**src/shared/nrgd_map.vh**
```
// constants for the read check and gap detect block
// Summary of operation
// - forward strobe after check char sets cyclic error
// - cycle 3 blocks setting cycle 1
// - launch clears cycle 3 when correctable
// - select compare raises slave change; setup clears
// - slave change aborts cycles 1 and 2
// - setup clears check register; ones toggle bits
// - nonzero check register after check char errors
// - longitudinal ok forced true in cycle 3
// - false match sets format/longitudinal error bit
// - reverse read ignores the longitudinal character
// - last character kept in maintenance register
// - read pulses clear gap counter; gap clock counts
// - write waits for gap timer before counting
// - count 15 gives end strobe and gap flag
// - data at count 8..14 in write: nonstandard gap
// - first char sets window and stage one
// - spacing counter preset 6, counts char clock
// - second char at 12..15 advances, enables counting
// - isolated pair plus count 8 sets tape mark
// - record shutdown needs 10 character pulses
// - short option lowers minimum length to 4
// - cycle 3 complements error track on parity fault
`ifndef NRGD_MAP_VH
`define NRGD_MAP_VH

`define NRGD_ADDR_W 8
`define NRGD_DATA_W 16

// register offsets
`define NRGD_CTRL_OFS 8'h00
`define NRGD_STAT_OFS 8'h04
`define NRGD_ERR_OFS 8'h08
`define NRGD_MAINT_OFS 8'h0c
`define NRGD_LRC_OFS 8'h10

// control fields
`define NRGD_CTRL_SEL_LSB 0
`define NRGD_CTRL_SEL_MSB 2
`define NRGD_CTRL_SHORT_BIT 3
`define NRGD_CTRL_NOCORR_BIT 4
`define NRGD_CTRL_RESET 5'h00

// status fields
`define NRGD_STAT_CYC1_BIT 0
`define NRGD_STAT_CYC2_BIT 1
`define NRGD_STAT_CYC3_BIT 2
`define NRGD_STAT_SAC_BIT 3
`define NRGD_STAT_GAP_BIT 4
`define NRGD_STAT_TMARK_BIT 5
`define NRGD_STAT_WIN_BIT 6

// error fields, write one to clear
`define NRGD_ERR_CRC_BIT 0
`define NRGD_ERR_FLE_BIT 1
`define NRGD_ERR_NSG_BIT 2
`define NRGD_ERR_RESET 3'h0

// gap and tape mark counts
`define NRGD_GAP_EIGHT 4'h8
`define NRGD_GAP_FULL 4'hf
`define NRGD_GAP_LAST 4'he
`define NRGD_SPACE_PRESET 4'h6
`define NRGD_SPACE_LO 4'hc
`define NRGD_SPACE_FULL 4'hf
`define NRGD_MIN_LEN 4'ha
`define NRGD_MIN_SHORT 4'h4
`define NRGD_CCNT_FULL 4'hf

// 200 bpi gap clock: one character cell at 45 in/s, in ns
`define NRGD_CLK_NS 100
`define NRGD_GAP_CLK_NS 111111
`define NRGD_GAP_CLK_CYCLES (`NRGD_GAP_CLK_NS / `NRGD_CLK_NS)
`define NRGD_DIV_W 11

`endif

```
**src/hdl/nrgd_core.v**
```verilog
// nrzi read checking, correction cycle close and gap detection
`timescale 1ns/1ps
`default_nettype none
`include "nrgd_map.vh"

module nrgd_core (
  // clock and reset
  input wire core_clk_i,
  input wire resetn_i,
  // register port
  input wire [`NRGD_ADDR_W-1:0] addr_i,
  input wire [`NRGD_DATA_W-1:0] wdata_i,
  input wire wr_i,
  input wire rd_i,
  output reg [`NRGD_DATA_W-1:0] rdata_o,
  // transport pins
  input wire read_char_detect_i,
  input wire [8:0] read_char_data_i,
  input wire transport_char_clock_i,
  // formatter control, same clock
  input wire drive_setup_pulse_i,
  input wire cmd_launch_i,
  input wire reverse_i,
  input wire write_op_i,
  input wire reading_i,
  input wire gap_timer_done_i,
  input wire longit_char_done_i,
  input wire crc_mismatch_i,
  input wire correctable_i,
  input wire incorrectable_i,
  input wire [3:0] err_track_i,
  // results
  output reg [8:0] char_o,
  output reg char_valid_o,
  output reg end_record_strobe_o,
  output wire forward_longit_strobe_o,
  output wire longitudinal_ok_o,
  output wire slave_change_flag_o,
  output wire gap_count_eight_o,
  output reg gap_detected_o,
  output reg tape_mark_flag_o,
  output reg cycle1_o,
  output reg cycle2_o,
  output reg cycle3_o
);

  // odd parity on a tape character is good
  function parity_ok;
    input [8:0] d;
    begin
      parity_ok = ^d;
    end
  endfunction

  // register address decode, shared by the write and read paths
  function hit;
    input [`NRGD_ADDR_W-1:0] a;
    input [`NRGD_ADDR_W-1:0] ofs;
    begin
      hit = (a == ofs);
    end
  endfunction

  // synchronisers for transport pins
  // the third stage only feeds the edge detectors below
  reg rcd_s1;
  reg rcd_s2;
  reg rcd_s3;
  reg tc_s1;
  reg tc_s2;
  reg tc_s3;
  reg [8:0] rdat_s1;
  reg [8:0] rdat_s2;

  always @(posedge core_clk_i or negedge resetn_i) begin
    if (!resetn_i) begin
      rcd_s1 <= 1'b0;
      rcd_s2 <= 1'b0;
      rcd_s3 <= 1'b0;
      tc_s1 <= 1'b0;
      tc_s2 <= 1'b0;
      tc_s3 <= 1'b0;
      rdat_s1 <= 9'h000;
      rdat_s2 <= 9'h000;
    end else begin
      rcd_s1 <= read_char_detect_i;
      rcd_s2 <= rcd_s1;
      rcd_s3 <= rcd_s2;
      tc_s1 <= transport_char_clock_i;
      tc_s2 <= tc_s1;
      tc_s3 <= tc_s2;
      rdat_s1 <= read_char_data_i;
      rdat_s2 <= rdat_s1;
    end
  end

  // data pins settle before the detect pulse, so stage two is stable here
  wire read_char_strobe = rcd_s2 & ~rcd_s3;
  wire char_tick = tc_s2 & ~tc_s3;

  // 200 bpi gap clock as a one-cycle enable
  // free running: its phase against the tape is arbitrary, so the first
  // gap count after the last character may come up to one tick early
  reg [`NRGD_DIV_W-1:0] div_cnt;
  wire gap_tick = (div_cnt == `NRGD_GAP_CLK_CYCLES - 1);

  always @(posedge core_clk_i or negedge resetn_i) begin
    if (!resetn_i)
      div_cnt <= {`NRGD_DIV_W{1'b0}};
    else if (gap_tick)
      div_cnt <= {`NRGD_DIV_W{1'b0}};
    else
      div_cnt <= div_cnt + 1'b1;
  end

  // control register
  // a new select takes effect only at the next drive setup
  reg [4:0] ctrl;
  wire [2:0] sel_req = ctrl[`NRGD_CTRL_SEL_MSB:`NRGD_CTRL_SEL_LSB];
  wire short_opt = ctrl[`NRGD_CTRL_SHORT_BIT];
  wire no_corr = ctrl[`NRGD_CTRL_NOCORR_BIT];

  always @(posedge core_clk_i or negedge resetn_i) begin
    if (!resetn_i)
      ctrl <= `NRGD_CTRL_RESET;
    else if (wr_i && hit(addr_i, `NRGD_CTRL_OFS))
      ctrl <= wdata_i[4:0];
  end

  // held select and slave change
  reg [2:0] sel_held;
  assign slave_change_flag_o = (sel_req != sel_held);

  always @(posedge core_clk_i or negedge resetn_i) begin
    if (!resetn_i)
      sel_held <= 3'h0;
    else if (drive_setup_pulse_i)
      sel_held <= sel_req;
  end

  // longitudinal check register
  // it sees the raw tracks, before any cycle 3 repair
  reg [8:0] lrc;
  assign longitudinal_ok_o = (lrc == 9'h000) | cycle3_o;
  assign forward_longit_strobe_o = longit_char_done_i & ~reverse_i;

  always @(posedge core_clk_i or negedge resetn_i) begin
    if (!resetn_i)
      lrc <= 9'h000;
    else if (drive_setup_pulse_i)
      lrc <= 9'h000;
    else if (read_char_strobe)
      lrc <= lrc ^ rdat_s2;
  end

  // cycle 3 correction of the read path
  wire vrc = ~parity_ok(rdat_s2);
  // an incorrectable error leaves the data untouched
  wire [8:0] fix_mask;
  genvar g;
  generate
    for (g = 0; g < 9; g = g + 1) begin : g_fix
      assign fix_mask[g] = cycle3_o & vrc & ~incorrectable_i
                           & (err_track_i == g);
    end
  endgenerate

  // maintenance data: holds the last character, the check char at record end
  // char_o and the maintenance copy carry the same repaired value
  reg [8:0] maint_data;

  always @(posedge core_clk_i or negedge resetn_i) begin
    if (!resetn_i) begin
      char_o <= 9'h000;
      char_valid_o <= 1'b0;
      maint_data <= 9'h000;
    end else begin
      char_valid_o <= read_char_strobe;
      if (read_char_strobe) begin
        char_o <= rdat_s2 ^ fix_mask;
        maint_data <= rdat_s2 ^ fix_mask;
      end
    end
  end

  // correction cycle flip-flops
  // cycle 1: cyclic error seen on a forward read
  // cycle 2: reverse pass that locates the failing track
  // cycle 3: forward reread that repairs the track
  // later assignments win, so the order of the ifs matters:
  // launch ends cycle 3, then a new cyclic error may start cycle 1,
  // and a select change overrides everything for cycles 1 and 2
  wire crc_err_set = forward_longit_strobe_o & crc_mismatch_i;

  always @(posedge core_clk_i or negedge resetn_i) begin
    if (!resetn_i) begin
      cycle1_o <= 1'b0;
      cycle2_o <= 1'b0;
      cycle3_o <= 1'b0;
    end else begin
      if (drive_setup_pulse_i) begin
        if (cycle2_o) begin
          cycle1_o <= 1'b0;
          cycle2_o <= 1'b0;
          cycle3_o <= ~reverse_i & ~write_op_i;
        end else if (cycle1_o) begin
          cycle1_o <= reverse_i;
          cycle2_o <= reverse_i;
        end
      end

      if (cmd_launch_i && correctable_i && cycle3_o)
        cycle3_o <= 1'b0;

      if (crc_err_set && !cycle3_o && !no_corr && !slave_change_flag_o)
        cycle1_o <= 1'b1;

      // cycle 3 is left alone so a started correction completes
      if (slave_change_flag_o) begin
        cycle1_o <= 1'b0;
        cycle2_o <= 1'b0;
      end
    end
  end

  // short record and tape mark detection
  // a tape mark is two lone characters a few cells apart, then silence;
  // the spacing counter runs on the transport character clock, so the
  // window is measured in tape cells, not core clocks
  // limitation: the window only reopens after reading_i drops
  reg mark_window_ff;
  reg brief_char_stage_one;
  reg brief_char_stage_two;
  reg [3:0] space_cnt;
  reg [3:0] char_cnt;
  wire no_char_read = ~brief_char_stage_one & ~brief_char_stage_two & (char_cnt == 4'h0);
  wire [3:0] min_len = short_opt ? `NRGD_MIN_SHORT : `NRGD_MIN_LEN;
  wire mark_path = mark_window_ff & brief_char_stage_two & ~brief_char_stage_one;
  wire gap_count_enable = mark_path | (char_cnt >= min_len);

  always @(posedge core_clk_i or negedge resetn_i) begin
    if (!resetn_i) begin
      mark_window_ff <= 1'b0;
      brief_char_stage_one <= 1'b0;
      brief_char_stage_two <= 1'b0;
      space_cnt <= `NRGD_SPACE_PRESET;
      char_cnt <= 4'h0;
    end else if (!reading_i) begin
      mark_window_ff <= 1'b0;
      brief_char_stage_one <= 1'b0;
      brief_char_stage_two <= 1'b0;
      space_cnt <= `NRGD_SPACE_PRESET;
      char_cnt <= 4'h0;
    end else if (read_char_strobe) begin
      // saturates so a long record cannot wrap back below the minimum
      if (char_cnt != `NRGD_CCNT_FULL)
        char_cnt <= char_cnt + 4'h1;

      if (no_char_read) begin
        mark_window_ff <= 1'b1;
        brief_char_stage_one <= 1'b1;
        space_cnt <= `NRGD_SPACE_PRESET;
      end else if (brief_char_stage_one) begin
        brief_char_stage_one <= 1'b0;
        if (space_cnt >= `NRGD_SPACE_LO)
          brief_char_stage_two <= 1'b1;
        else
          mark_window_ff <= 1'b0;
      end else begin
        // a third character means a record, not a mark
        mark_window_ff <= 1'b0;
        brief_char_stage_two <= 1'b0;
      end

    end else if (char_tick && brief_char_stage_one) begin
      if (space_cnt == `NRGD_SPACE_FULL) begin
        mark_window_ff <= 1'b0;
        brief_char_stage_one <= 1'b0;
      end else begin
        space_cnt <= space_cnt + 4'h1;
      end
    end
  end

  // shutdown counter
  // stops at 15 so the end strobe fires once per gap
  // every character clears it, so a noisy record keeps it low
  reg [3:0] gap_cnt;
  wire gap_counter_clear = read_char_strobe | ~reading_i;
  wire gap_inc = gap_tick & gap_count_enable & (gap_cnt != `NRGD_GAP_FULL)
                 & (~write_op_i | gap_timer_done_i);
  assign gap_count_eight_o = (gap_cnt == `NRGD_GAP_EIGHT);
  // window closes once the stop-motion delay has been started at 15
  wire nonstandard_gap_err = write_op_i & read_char_strobe
                             & (gap_cnt >= `NRGD_GAP_EIGHT)
                             & (gap_cnt != `NRGD_GAP_FULL);

  always @(posedge core_clk_i or negedge resetn_i) begin
    if (!resetn_i)
      gap_cnt <= 4'h0;
    else if (gap_counter_clear)
      gap_cnt <= 4'h0;
    else if (gap_inc)
      gap_cnt <= gap_cnt + 4'h1;
  end

  always @(posedge core_clk_i or negedge resetn_i) begin
    if (!resetn_i) begin
      end_record_strobe_o <= 1'b0;
      gap_detected_o <= 1'b0;
      tape_mark_flag_o <= 1'b0;
    end else begin
      end_record_strobe_o <= gap_inc & ~gap_counter_clear
                             & (gap_cnt == `NRGD_GAP_LAST);
      if (drive_setup_pulse_i) begin
        // a new operation forgets the last gap and mark
        gap_detected_o <= 1'b0;
        tape_mark_flag_o <= 1'b0;
      end
      // an event in the setup cycle still wins over the clear
      if (gap_inc && !gap_counter_clear && gap_cnt == `NRGD_GAP_LAST)
        gap_detected_o <= 1'b1;
      if (mark_path && gap_count_eight_o)
        tape_mark_flag_o <= 1'b1;
    end
  end

  // error register, set beats a same-cycle clear
  reg [2:0] err;
  wire [2:0] err_set;
  wire [2:0] err_clr = (wr_i && hit(addr_i, `NRGD_ERR_OFS)) ? wdata_i[2:0] : 3'h0;
  assign err_set[`NRGD_ERR_CRC_BIT] = crc_err_set;
  assign err_set[`NRGD_ERR_FLE_BIT] = forward_longit_strobe_o & ~longitudinal_ok_o;
  assign err_set[`NRGD_ERR_NSG_BIT] = nonstandard_gap_err;

  always @(posedge core_clk_i or negedge resetn_i) begin
    if (!resetn_i)
      err <= `NRGD_ERR_RESET;
    else
      err <= (err & ~err_clr) | err_set;
  end

  // read data, one cycle after the strobe
  // unmapped addresses read as zero; data is zero outside its cycle
  reg [`NRGD_DATA_W-1:0] next_rdata;

  always @* begin
    next_rdata = {`NRGD_DATA_W{1'b0}};
    if (hit(addr_i, `NRGD_CTRL_OFS))
      next_rdata[4:0] = ctrl;
    else if (hit(addr_i, `NRGD_STAT_OFS))
      next_rdata[6:0] = {mark_window_ff, tape_mark_flag_o, gap_detected_o,
                         slave_change_flag_o, cycle3_o, cycle2_o, cycle1_o};
    else if (hit(addr_i, `NRGD_ERR_OFS))
      next_rdata[2:0] = err;
    else if (hit(addr_i, `NRGD_MAINT_OFS))
      next_rdata[8:0] = maint_data;
    else if (hit(addr_i, `NRGD_LRC_OFS))
      next_rdata[8:0] = lrc;
  end

  always @(posedge core_clk_i or negedge resetn_i) begin
    if (!resetn_i)
      rdata_o <= {`NRGD_DATA_W{1'b0}};
    else if (rd_i)
      rdata_o <= next_rdata;
    else
      rdata_o <= {`NRGD_DATA_W{1'b0}};
  end

endmodule // nrgd_core
`default_nettype wire

```
**config.mk**
```make
export PLATFORM = sky130hd
export DESIGN_NAME = nrgd_core
export DESIGN_NICKNAME = d
export VERILOG_FILES = /design/src/hdl/nrgd_core.v
export VERILOG_INCLUDE_DIRS = /design/src /design/src/shared
export SDC_FILE = /design/constraint.sdc
export NUM_CORES = 1
export LEC_CHECK = 0
export BUFFER_PORTS_ARGS = -buffer_cell sky130_fd_sc_hd__buf_2
export CAP_MARGIN = 15
export CORE_MARGIN = 2
export CORE_UTILIZATION = 55
export DETAILED_ROUTE_END_ITERATION = 8
export HOLD_SLACK_MARGIN = 0.05
export PLACE_DENSITY_LB_ADDON = 0.05
export SLEW_MARGIN = 25
export SYNTH_ARGS = -nofsm -noshare
export SYNTH_HDL_FRONTEND = slang
export SYNTH_SLANG_ARGS = --single-unit
```
**constraint.sdc**
```tcl
create_clock -name core_clk_i -period 2.9 [get_ports core_clk_i]
set_clock_uncertainty 0.15 [all_clocks]
set_input_delay 0.435 -clock core_clk_i [delete_from_list [all_inputs] [get_ports core_clk_i]]
set_output_delay 0.435 -clock core_clk_i [all_outputs]
set_load 0.02 [all_outputs]
```
# --- Yosys cells after proc, flatten, opt, wreduce, memory -nomap -nowiden ---
# Cells that the tools add are included.
totals:
  input_bits: 53
  word_cells: 197
  out_inout_bits: 36
  regBits: 102
classes:
  add_sub_neg: 4
  n_lt_le_gt_ge: 3
  eq_ne: 28
  reduce_logical: 34
  mux: 51
  bitwise: 49
op_table:
  columns: ["cell", "n"]
  rows:
  - ["$mux W4", 12]
  - ["$mux W9", 5]
  - ["$and A1 B1 Y1", 29]
  - ["$mux W1", 27]
  - ["$xor A9 B9 Y9", 2]
  - ["$eq A4 B3 Y1 const B", 4]
  - ["$eq A4 B4 Y1 const B", 4]
  - ["$eq A8 B4 Y1 const B", 2]
  - ["$reduce_bool A2 Y1", 7]
  - ["$add A4 B1 Y4 const B", 3]
  - ["$add A11 B1 Y11 const B", 1]
  - ["$eq A11 B11 Y1 const B", 1]
  - ["$logic_and A1 B1 Y1", 11]
  - ["$mux W11", 1]
  - ["$not A1 Y1", 11]
  - ["$logic_not A9 Y1", 1]
  - ["$reduce_and A3 Y1", 3]
  - ["$reduce_xor A9 Y1", 1]
  - ["$eq A4 B2 Y1 const B", 2]
  - ["$eq A8 B3 Y1 const B", 1]
  - ["$eq A8 B5 Y1 const B", 1]
  - ["$ge A4 B4 Y1 const B", 2]
  - ["$logic_not A4 Y1", 2]
  - ["$logic_not A8 Y1", 1]
  - ["other kinds (22)", 35]

# --- Longest topological paths before layout ---
# Gate-level depths: netlist (run 1).
depth:
  ltp_word: 9
  ltp_mapped: 8
  mapped_depth_nobuf: 8

# --- Worst setup path before layout (run 1) ---
# OpenSTA, ideal clock, no wires.
synth_path:
  kind: "input to register"
  start: "input port addr_i[7]"
  end: "register ctrl[0]"
  cell_stages: 5
  path_buffers: 0
  arrival_time_ns: 2.091
  setup_time_ns: 0.125
  t_required_ns: 2.625
  path_slack_ns: 0.535
  cell_sequence: "or4_1 > or3_1 > nor3_1 > nand2_1 > mux2_2"
synth_between:
  elab_chain_cells: 2
synth_lines:
  columns: ["element", "line_no", "text"]
  rows:
  - ["start, declared", "nrgd_core.v:11", "input wire [`NRGD_ADDR_W-1:0] addr_i,"]
  - ["$logic_not A8 Y1", "nrgd_core.v:60", "hit = (a == ofs);"]
  - ["$logic_and A1 B1 Y1", "nrgd_core.v:126", "else if (wr_i && hit(addr_i, `NRGD_CTRL_OFS))"]
  - ["end signal, assigned", "nrgd_core.v:125", "ctrl <= `NRGD_CTRL_RESET;"]
  - ["end signal, assigned", "nrgd_core.v:127", "ctrl <= wdata_i[4:0];"]
  - ["end, declared", "nrgd_core.v:118", "reg [4:0] ctrl;"]
# No other way between the ends.
# A chain may end at the register's enable or synchronous reset.

# --- Worst setup path after layout (run 1) ---
layout_path:
  start: "register div_cnt[3]"
  end: "register gap_cnt[3]"
layout_between:
  elab_chain_cells: 5
layout_lines:
  columns: ["element", "line_no", "text"]
  rows:
  - ["start, declared", "nrgd_core.v:104", "reg [`NRGD_DIV_W-1:0] div_cnt;"]
  - ["start signal, assigned", "nrgd_core.v:109", "div_cnt <= {`NRGD_DIV_W{1'b0}};"]
  - ["start signal, assigned", "nrgd_core.v:111", "div_cnt <= {`NRGD_DIV_W{1'b0}};"]
  - ["start signal, assigned", "nrgd_core.v:113", "div_cnt <= div_cnt + 1'b1;"]
  - ["$eq A11 B11 Y1", "nrgd_core.v:105", "wire gap_tick = (div_cnt == `NRGD_GAP_CLK_CYCLES - 1);"]
  - ["$and A1 B1 Y1 (3 in series)", "nrgd_core.v:290", "wire gap_inc = gap_tick & gap_count_enable & (gap_cnt != `NRGD_GAP_FULL)"]
  - ["$reduce_bool A2 Y1 (no source line)", null, null]
  - ["end signal, assigned", "nrgd_core.v:304", "gap_cnt <= gap_cnt + 4'h1;"]
  - ["end, declared", "nrgd_core.v:288", "reg [3:0] gap_cnt;"]
# No other way between the ends.

==> metrics.cfg, run 1 <==
[layout]
layout.cells.non_filler = 624
fill_cells = 639
drive_gt1_share_pct = 21.3
area_growth_pct = 18.4
final_util_pct = 67.5
final_common_cell = dfrtp_1
antenna-diode-count = 0
fin_area_sq_mm = 0.00525
final_nets = 581
final_cell_mix = dfrtp_1, buf_2, nand2_1, nor2_1, o21ai_0

[placed_design]
dpl.cell_count = 596
dpl_cell_area_sq_mm = 0.00490
hpwl_mm = 6.97
gp_congestion = 0.846
port_buffers = 70

[floorplanning]
start_util_pct = 57.1
rows = 32
dieArea_sq_mm = 0.00879
die_width_um = 93.8
coreArea_sq_mm = 0.00777
die_h_um = 93.8
io_pins = 89

[yosys]
syn_avg_cell_area_sq_um = 10.4
syn_area_sq_mm = 0.00443
synth_edf_count = 0
synth_flop_cell = dfrtp_1
synthCells = 427
async_flop_share_pct = 100
synth_seq_cells = 95
ys_warn_count = 0
synth_seq_area_share_pct = 53.7
yosysUniqueCellTypes = 53

[sta]
fin_crit_ps = 2320
tns_ps = 0
rsz0062_at_grt = no
finalMaxSlewViolations = 0
max_freq_mhz = 430
finalCritPeriodShare_pct = 80.2
slew_headroom_pct = 52.4
setup-violations-final = 0
tightest_slew_ps = 714
hold_viol_final = 0

[worst_setup_path]
timing.critical_path.from = div_cnt[3]$_DFF_PN0_
required_ps = 3050
cp.depth = 6
rr_worst_depth = 6
startpoint_type = flip-flop
critical_path_class = flip-flop to flip-flop
cp_num_buf_inv = 0
cp_slowest_cell = or4b_4
crit_fanout = 7
r2r-start = div_cnt[3]$_DFF_PN0_
crit_chain = or4b_4, nor4b_4, nand2_2, a21o_4, or3_1, a21oi_1
arrival_ps = 2480
endpoint_kind = flip-flop
path_delay_family = simple AND/OR/NAND/NOR gates
slowest_delay_ps = 560

[global_routing]
grt_pass1_vias = 3272
grt_use_total_pct = 23.8
grt_max_degree = 56
globalRouteOverflowTotal = 0
grt_first_pass_wirelength_mm = 16.0
antenna_found_initial = 0

[pwr]
finalPower_mw = 2.84
vdd_drop_max_v = 0.000320
leakagePower_nw = 2.49
powerDensity_mw_per_mm2 = 541

[clock_network]
tritoncts = done
clk_path_buf_depth = 2
numCtsBuffers = 9
clk_pin_slew_ps = 100
cts_resized = 0
holdBufCountCts = 12
insertion_delay_ps = 370
clockRootBuffer = clkbuf_8
cts_sinks = 95
post-cts-setup-buffer-count = 0
cts-htree-levels = 3

[drt]
wl_mm = 9.71
vias_per_cell = 5.41
vias = 3377
wl_per_cell_um = 15.6
dr.pass1.iters = 4
drc = 0
ant_nets = 0
drtIter0Drc = 192

[hold_path]
holdPathStages = 2
hold_class = primary input to flip-flop
hp-start = reading_i

[outcome]
outcome = finished clean

[flow_run]
max_cap_viol_count = 0

[through the flow]
stage                     hold slack (ps)  setup slack (ps)
after CTS                            76.3               577
after global routing                 97.2               501
after global placement                181               452
after detailed placement              188               427
final                                91.4               575
after floorplan                     -10.6               535
[worst reg2reg max path, stage by stage (launching register included)]
cell and delay, ps:
dfrtp_1 440, or4b_4 560, nor4b_4 330, nand2_2 80
a21o_4 220, or3_1 340, a21oi_1 140
[state kept, by name, indices dropped and copies added (netlist names), 4 cells and up]
signal,flops
maint_data,9
ctrl,5
rdat_s1,9
rdat_s2,9
rdata_o,9
gap_cnt,4
char_cnt,4
lrc,9
div_cnt,11
space_cnt,4
[area by class of cell]
class	count	area, sq um	area share [%]
Sequential cell	95	2380	45.4
Multi-Input combinational cell	306	1920	36.6
Timing Repair Buffer	90	533	10.2
Clock buffer	10	138	2.62
Tap cell	102	128	2.43
Clock inverter	6	91.3	1.74
Inverter	15	56.3	1.07
[cell families (layout without fill, tap and decap cells)]
| logic type | Yosys count | in the layout | share of synthesized area, % |
|---|---|---|---|
| muxes | 13 | 13 | 3.22 |
| other | 1 | 7 | 0.0846 |
| buffers and inverters | 32 | 121 | 3.47 |
| xor gates and xnor gates | 39 | 39 | 8.02 |
| AOI/OAI and AO/OA | 76 | 76 | 10.7 |
| DFF | 95 | 95 | 53.7 |
| adders and majority gates | 11 | 11 | 3.11 |
| and+or+nand+nor | 160 | 160 | 17.7 |
[where the power goes]
part	internal [mW]	switching [mW]
registers	1.38	0.0645
logic	0.155	0.244
clock network	0.514	0.475
[routing by layer]
metal  up-vias  GRT usage [%]  part of all wire (%)
met3        14           3.69                   6.8
met4         0           8.94                   1.7
met1      1603           34.9                    46
met2       121           36.1                    46
li1       1639              -                     -
met5         -              0                     0
[path summary, 6_finish.rpt]
path                       slack [ps]                        to
min in group asynchronous         500   char_cnt[3]$_DFFE_PN0P_
min reg2reg                       210          rcd_s2$_DFF_PN0_
max in group asynchronous        1320  space_cnt[1]$_DFFE_PN1P_
max                               580    gap_cnt[3]$_DFFE_PN0P_
max reg2reg                       580    gap_cnt[3]$_DFFE_PN0P_
min                                90  space_cnt[2]$_DFFE_PN1P_
[cell usage after synthesis (all sizes together), types with 4 or more instances]
| cell type | instances | share of area (%) |
|---|---|---|
| dfrtp | 93 | 53 |
| nand2 | 46 | 4.0 |
| nor2 | 45 | 3.8 |
| o21ai | 23 | 2.6 |
| nand3 | 22 | 2.5 |
| a21oi | 21 | 2.4 |
| xor2 | 21 | 4.2 |
| xnor2 | 17 | 3.4 |
| inv | 14 | 1.2 |
| ha | 11 | 3.1 |
| mux2 | 10 | 2.5 |
| clkbuf | 9 | 0.76 |
| buf | 8 | 1.4 |
| a31oi | 7 | 0.99 |
| nor2b | 7 | 0.99 |
| nor3 | 7 | 0.79 |
| and3 | 6 | 0.85 |
| nand2b | 5 | 0.71 |
| a32oi | 4 | 0.79 |
| or3 | 4 | 0.56 |
Power figures use the tool's default switching activity.
==> run 2, diff against run 1 <==
ABC_AREA = 1   (was default)
CORE_UTILIZATION = 50   (was 55)
clock period = 2.1 ns   (was 2.9 ns; I/O delays follow)
==> run 2 against run 1 <==
Die area rose by 18%. Cell area increased by 9.3%. Non-clock buffer count rose by 2. Sequential cell count did not move. Critical path depth fell by 2. Worst hold slack worse by 26 ps. Register-to-register slack worse by 230 ps. Combinational power increased by 50%. Critical path type is now flip-flop to output port.
==> metrics.cfg, run 2 <==
[global_routing]
top_usage_layer = met2
grt_pass1_vias = 3686
gr-usage-met1_pct = 28.7
grtUsageMet3_pct = 3.28
antenna_found_initial = 0
grtUsageMet2_pct = 34.4
grt_first_pass_wirelength_mm = 17.1
grt_use_total_pct = 21.1
globalRouteOverflowTotal = 0
grt_max_degree = 34

[yosys]
synth_seq_area_share_pct = 49.6
syn_avg_cell_area_sq_um = 8.52
synth_flop_cell = dfrtp_1
yosysUniqueCellTypes = 43
synth_edf_count = 0
synth_top_area_share_pct = 48.5
ys_warn_count = 0
synth_seq_cells = 95
async_flop_share_pct = 100
syn_area_sq_mm = 0.00480
synth_top_area_cell = dfrtp_1
synthCells = 563
synthTopCellsByCount = nand2_1, dfrtp_1, inv_1
synth.most_common_cell = nand2_1
synthTopCellsByArea = dfrtp_1, nand2_1, inv_1, nor2_1, nand3_2

[clock_network]
clk_pin_slew_ps = 90
tritoncts = done
insertion_delay_ps = 360
clk_path_buf_depth = 2
cts-htree-levels = 3
post-cts-setup-buffer-count = 0
numCtsBuffers = 9
cts_sinks = 95
clockRootBuffer = clkbuf_8

[worst_setup_path]
regToRegEndpoint = lrc[6]$_DFFE_PN0P_
crit_fanout = 4
r2r_setup_slack_ps = 350
endpoint_kind = output port
slowest_delay_ps = 430
crit_chain = nor3_2, nand3_1, o21ai_1, buf_2
required_ps = 1630
path_delay_family = flip-flops
startpoint_type = flip-flop
arrival_ps = 1530
timing.critical_path.from = lrc[1]$_DFFE_PN0P_
cp_slowest_cell = dfrtp_1
critical_path_class = flip-flop to output port
r2r-start = rcd_s2$_DFF_PN0_
cp_num_buf_inv = 1
rr_worst_depth = 7

[floorplanning]
dieArea_sq_mm = 0.0104
io_pins = 89
start_util_pct = 51.7
coreArea_sq_mm = 0.00928
die_width_um = 102
rows = 35
die_h_um = 102

[layout]
final_common_cell = nand2_1
fill_cells = 841
largest_register_ffs = 11
final_util_pct = 61.8
regMostFlops = div_cnt
drive_gt1_share_pct = 21.9
antenna-diode-count = 0
area_growth_pct = 19.5
final_cell_mix = nand2_1, dfrtp_1, inv_1
final_nets = 725

[sta]
tns_ps = 0
setup-violations-final = 0
max_freq_mhz = 500
finalCritPeriodShare_pct = 95.2
rsz0062_at_grt = no
hold_viol_final = 0
fin_crit_ps = 2000
finalMaxSlewViolations = 0

[drt]
dr.pass1.iters = 4
ant_nets = 0
wl_per_cell_um = 13.0
drc = 0
vias = 3940
wl_mm = 10.3
drtIter0Drc = 184
vias_per_cell = 4.96

[pwr]
powerDensity_mw_per_mm2 = 696
leakagePower_nw = 2.91
vdd_drop_max_v = 0.000431
finalPower_mw = 3.99

[hold_path]
holdPathEnd = ctrl[4]$_DFFE_PN0P_
holdPathStages = 3
hp-start = wdata_i[4]
hold_class = primary input to flip-flop

[outcome]
outcome = finished clean

[placed_design]
gp_congestion = 0.871
port_buffers = 70
hpwl_mm = 7.83

[flow_run]
max_cap_viol_count = 0

## run 2: cell count changes in the layout (fill, tap and decap cells not counted), moves of 7 or more
cell / previous run / this run
nand2_1: 45 / 119
xor2_1: 21 / 3
nor2b_1: 7 / 0
o21ai_1: 0 / 9
nand4_1: 2 / 17
inv_1: 14 / 71
xnor2_1: 17 / 4
mux2_2: 10 / 0
nand3_2: 0 / 17
inv_2: 0 / 11
nor2_1: 45 / 54
o21ai_0: 23 / 32
## run 2: worst min-delay path: cells and delay by family
family          cells  cell delay (ps)
simple gates        1               40
compound gates      1              110
buf+inv             1               80
## run 2: worst max-delay path by stage
stage | end | slack (ps) | depth (start not counted)
floorplan | longitudinal_ok_o | 470 | 3
global placement | rdata_o[0]$_DFF_PN0_ | 320 | 10
detailed placement | rdata_o[0]$_DFF_PN0_ | 270 | 8
CTS | longitudinal_ok_o | 50 | 4
global route | longitudinal_ok_o | 60 | 4
finish | longitudinal_ok_o | 100 | 4
## run 2: stage by stage
step	cell area [sq um]	hold slack [ps]	cells	setup slack, ps
4_1_cts	5730	55.0	795	52.0
3_3_place_gp	5320	131	761	324
5_1_grt	5730	51.4	795	58.1
6_report	5730	65.4	795	101
2_1_floorplan	4820	-131	569	470
3_5_place_dp	5320	135	761	271
## run 2: final cells by class
cell class	instances	area, sq um	area share (%)
Clock inverter	6	91.3	1.59
Clock buffer	10	138	2.40
Sequential cell	95	2380	41.5
Tap cell	129	161	2.82
Timing Repair Buffer	92	588	10.3
Multi-Input combinational cell	381	2070	36.1
Inverter	82	308	5.37
## run 2: cells by family (layout without fill, tap and decap cells)
logic type      count (synthesis)  count (layout)  synth area share, %
simple gates                  274             274                 29.1
flops                          95              95                 49.6
buf+inv                        93             190                 7.88
compound gates                 82              82                 9.23
fa+ha+maj                      11              11                 2.87
xor+xnor                        7               7                 1.28
other cells                     1               7               0.0782
## run 2: report_power, final
group          switching (mW)  internal (mW)  total [mW]
logic                   0.380          0.217       0.597
clock network           0.647          0.710        1.36
registers              0.0975           1.94        2.04
## run 2: metal layers
layer | vias to the layer above | wire length, um
met5 | - | 0
li1 | 2013 | -
met1 | 1820 | 4930
met3 | 13 | 420
met4 | 0 | 165
met2 | 94 | 4810
## run 2: repair_timing
item | in CTS | in global routing
cloned | 0 | 0
gates resized for setup | 1 | 1
endpoints found under the hold margin | 44 | 0
hold buffers | 18 | 0
setup endpoints to repair | 1 | 1
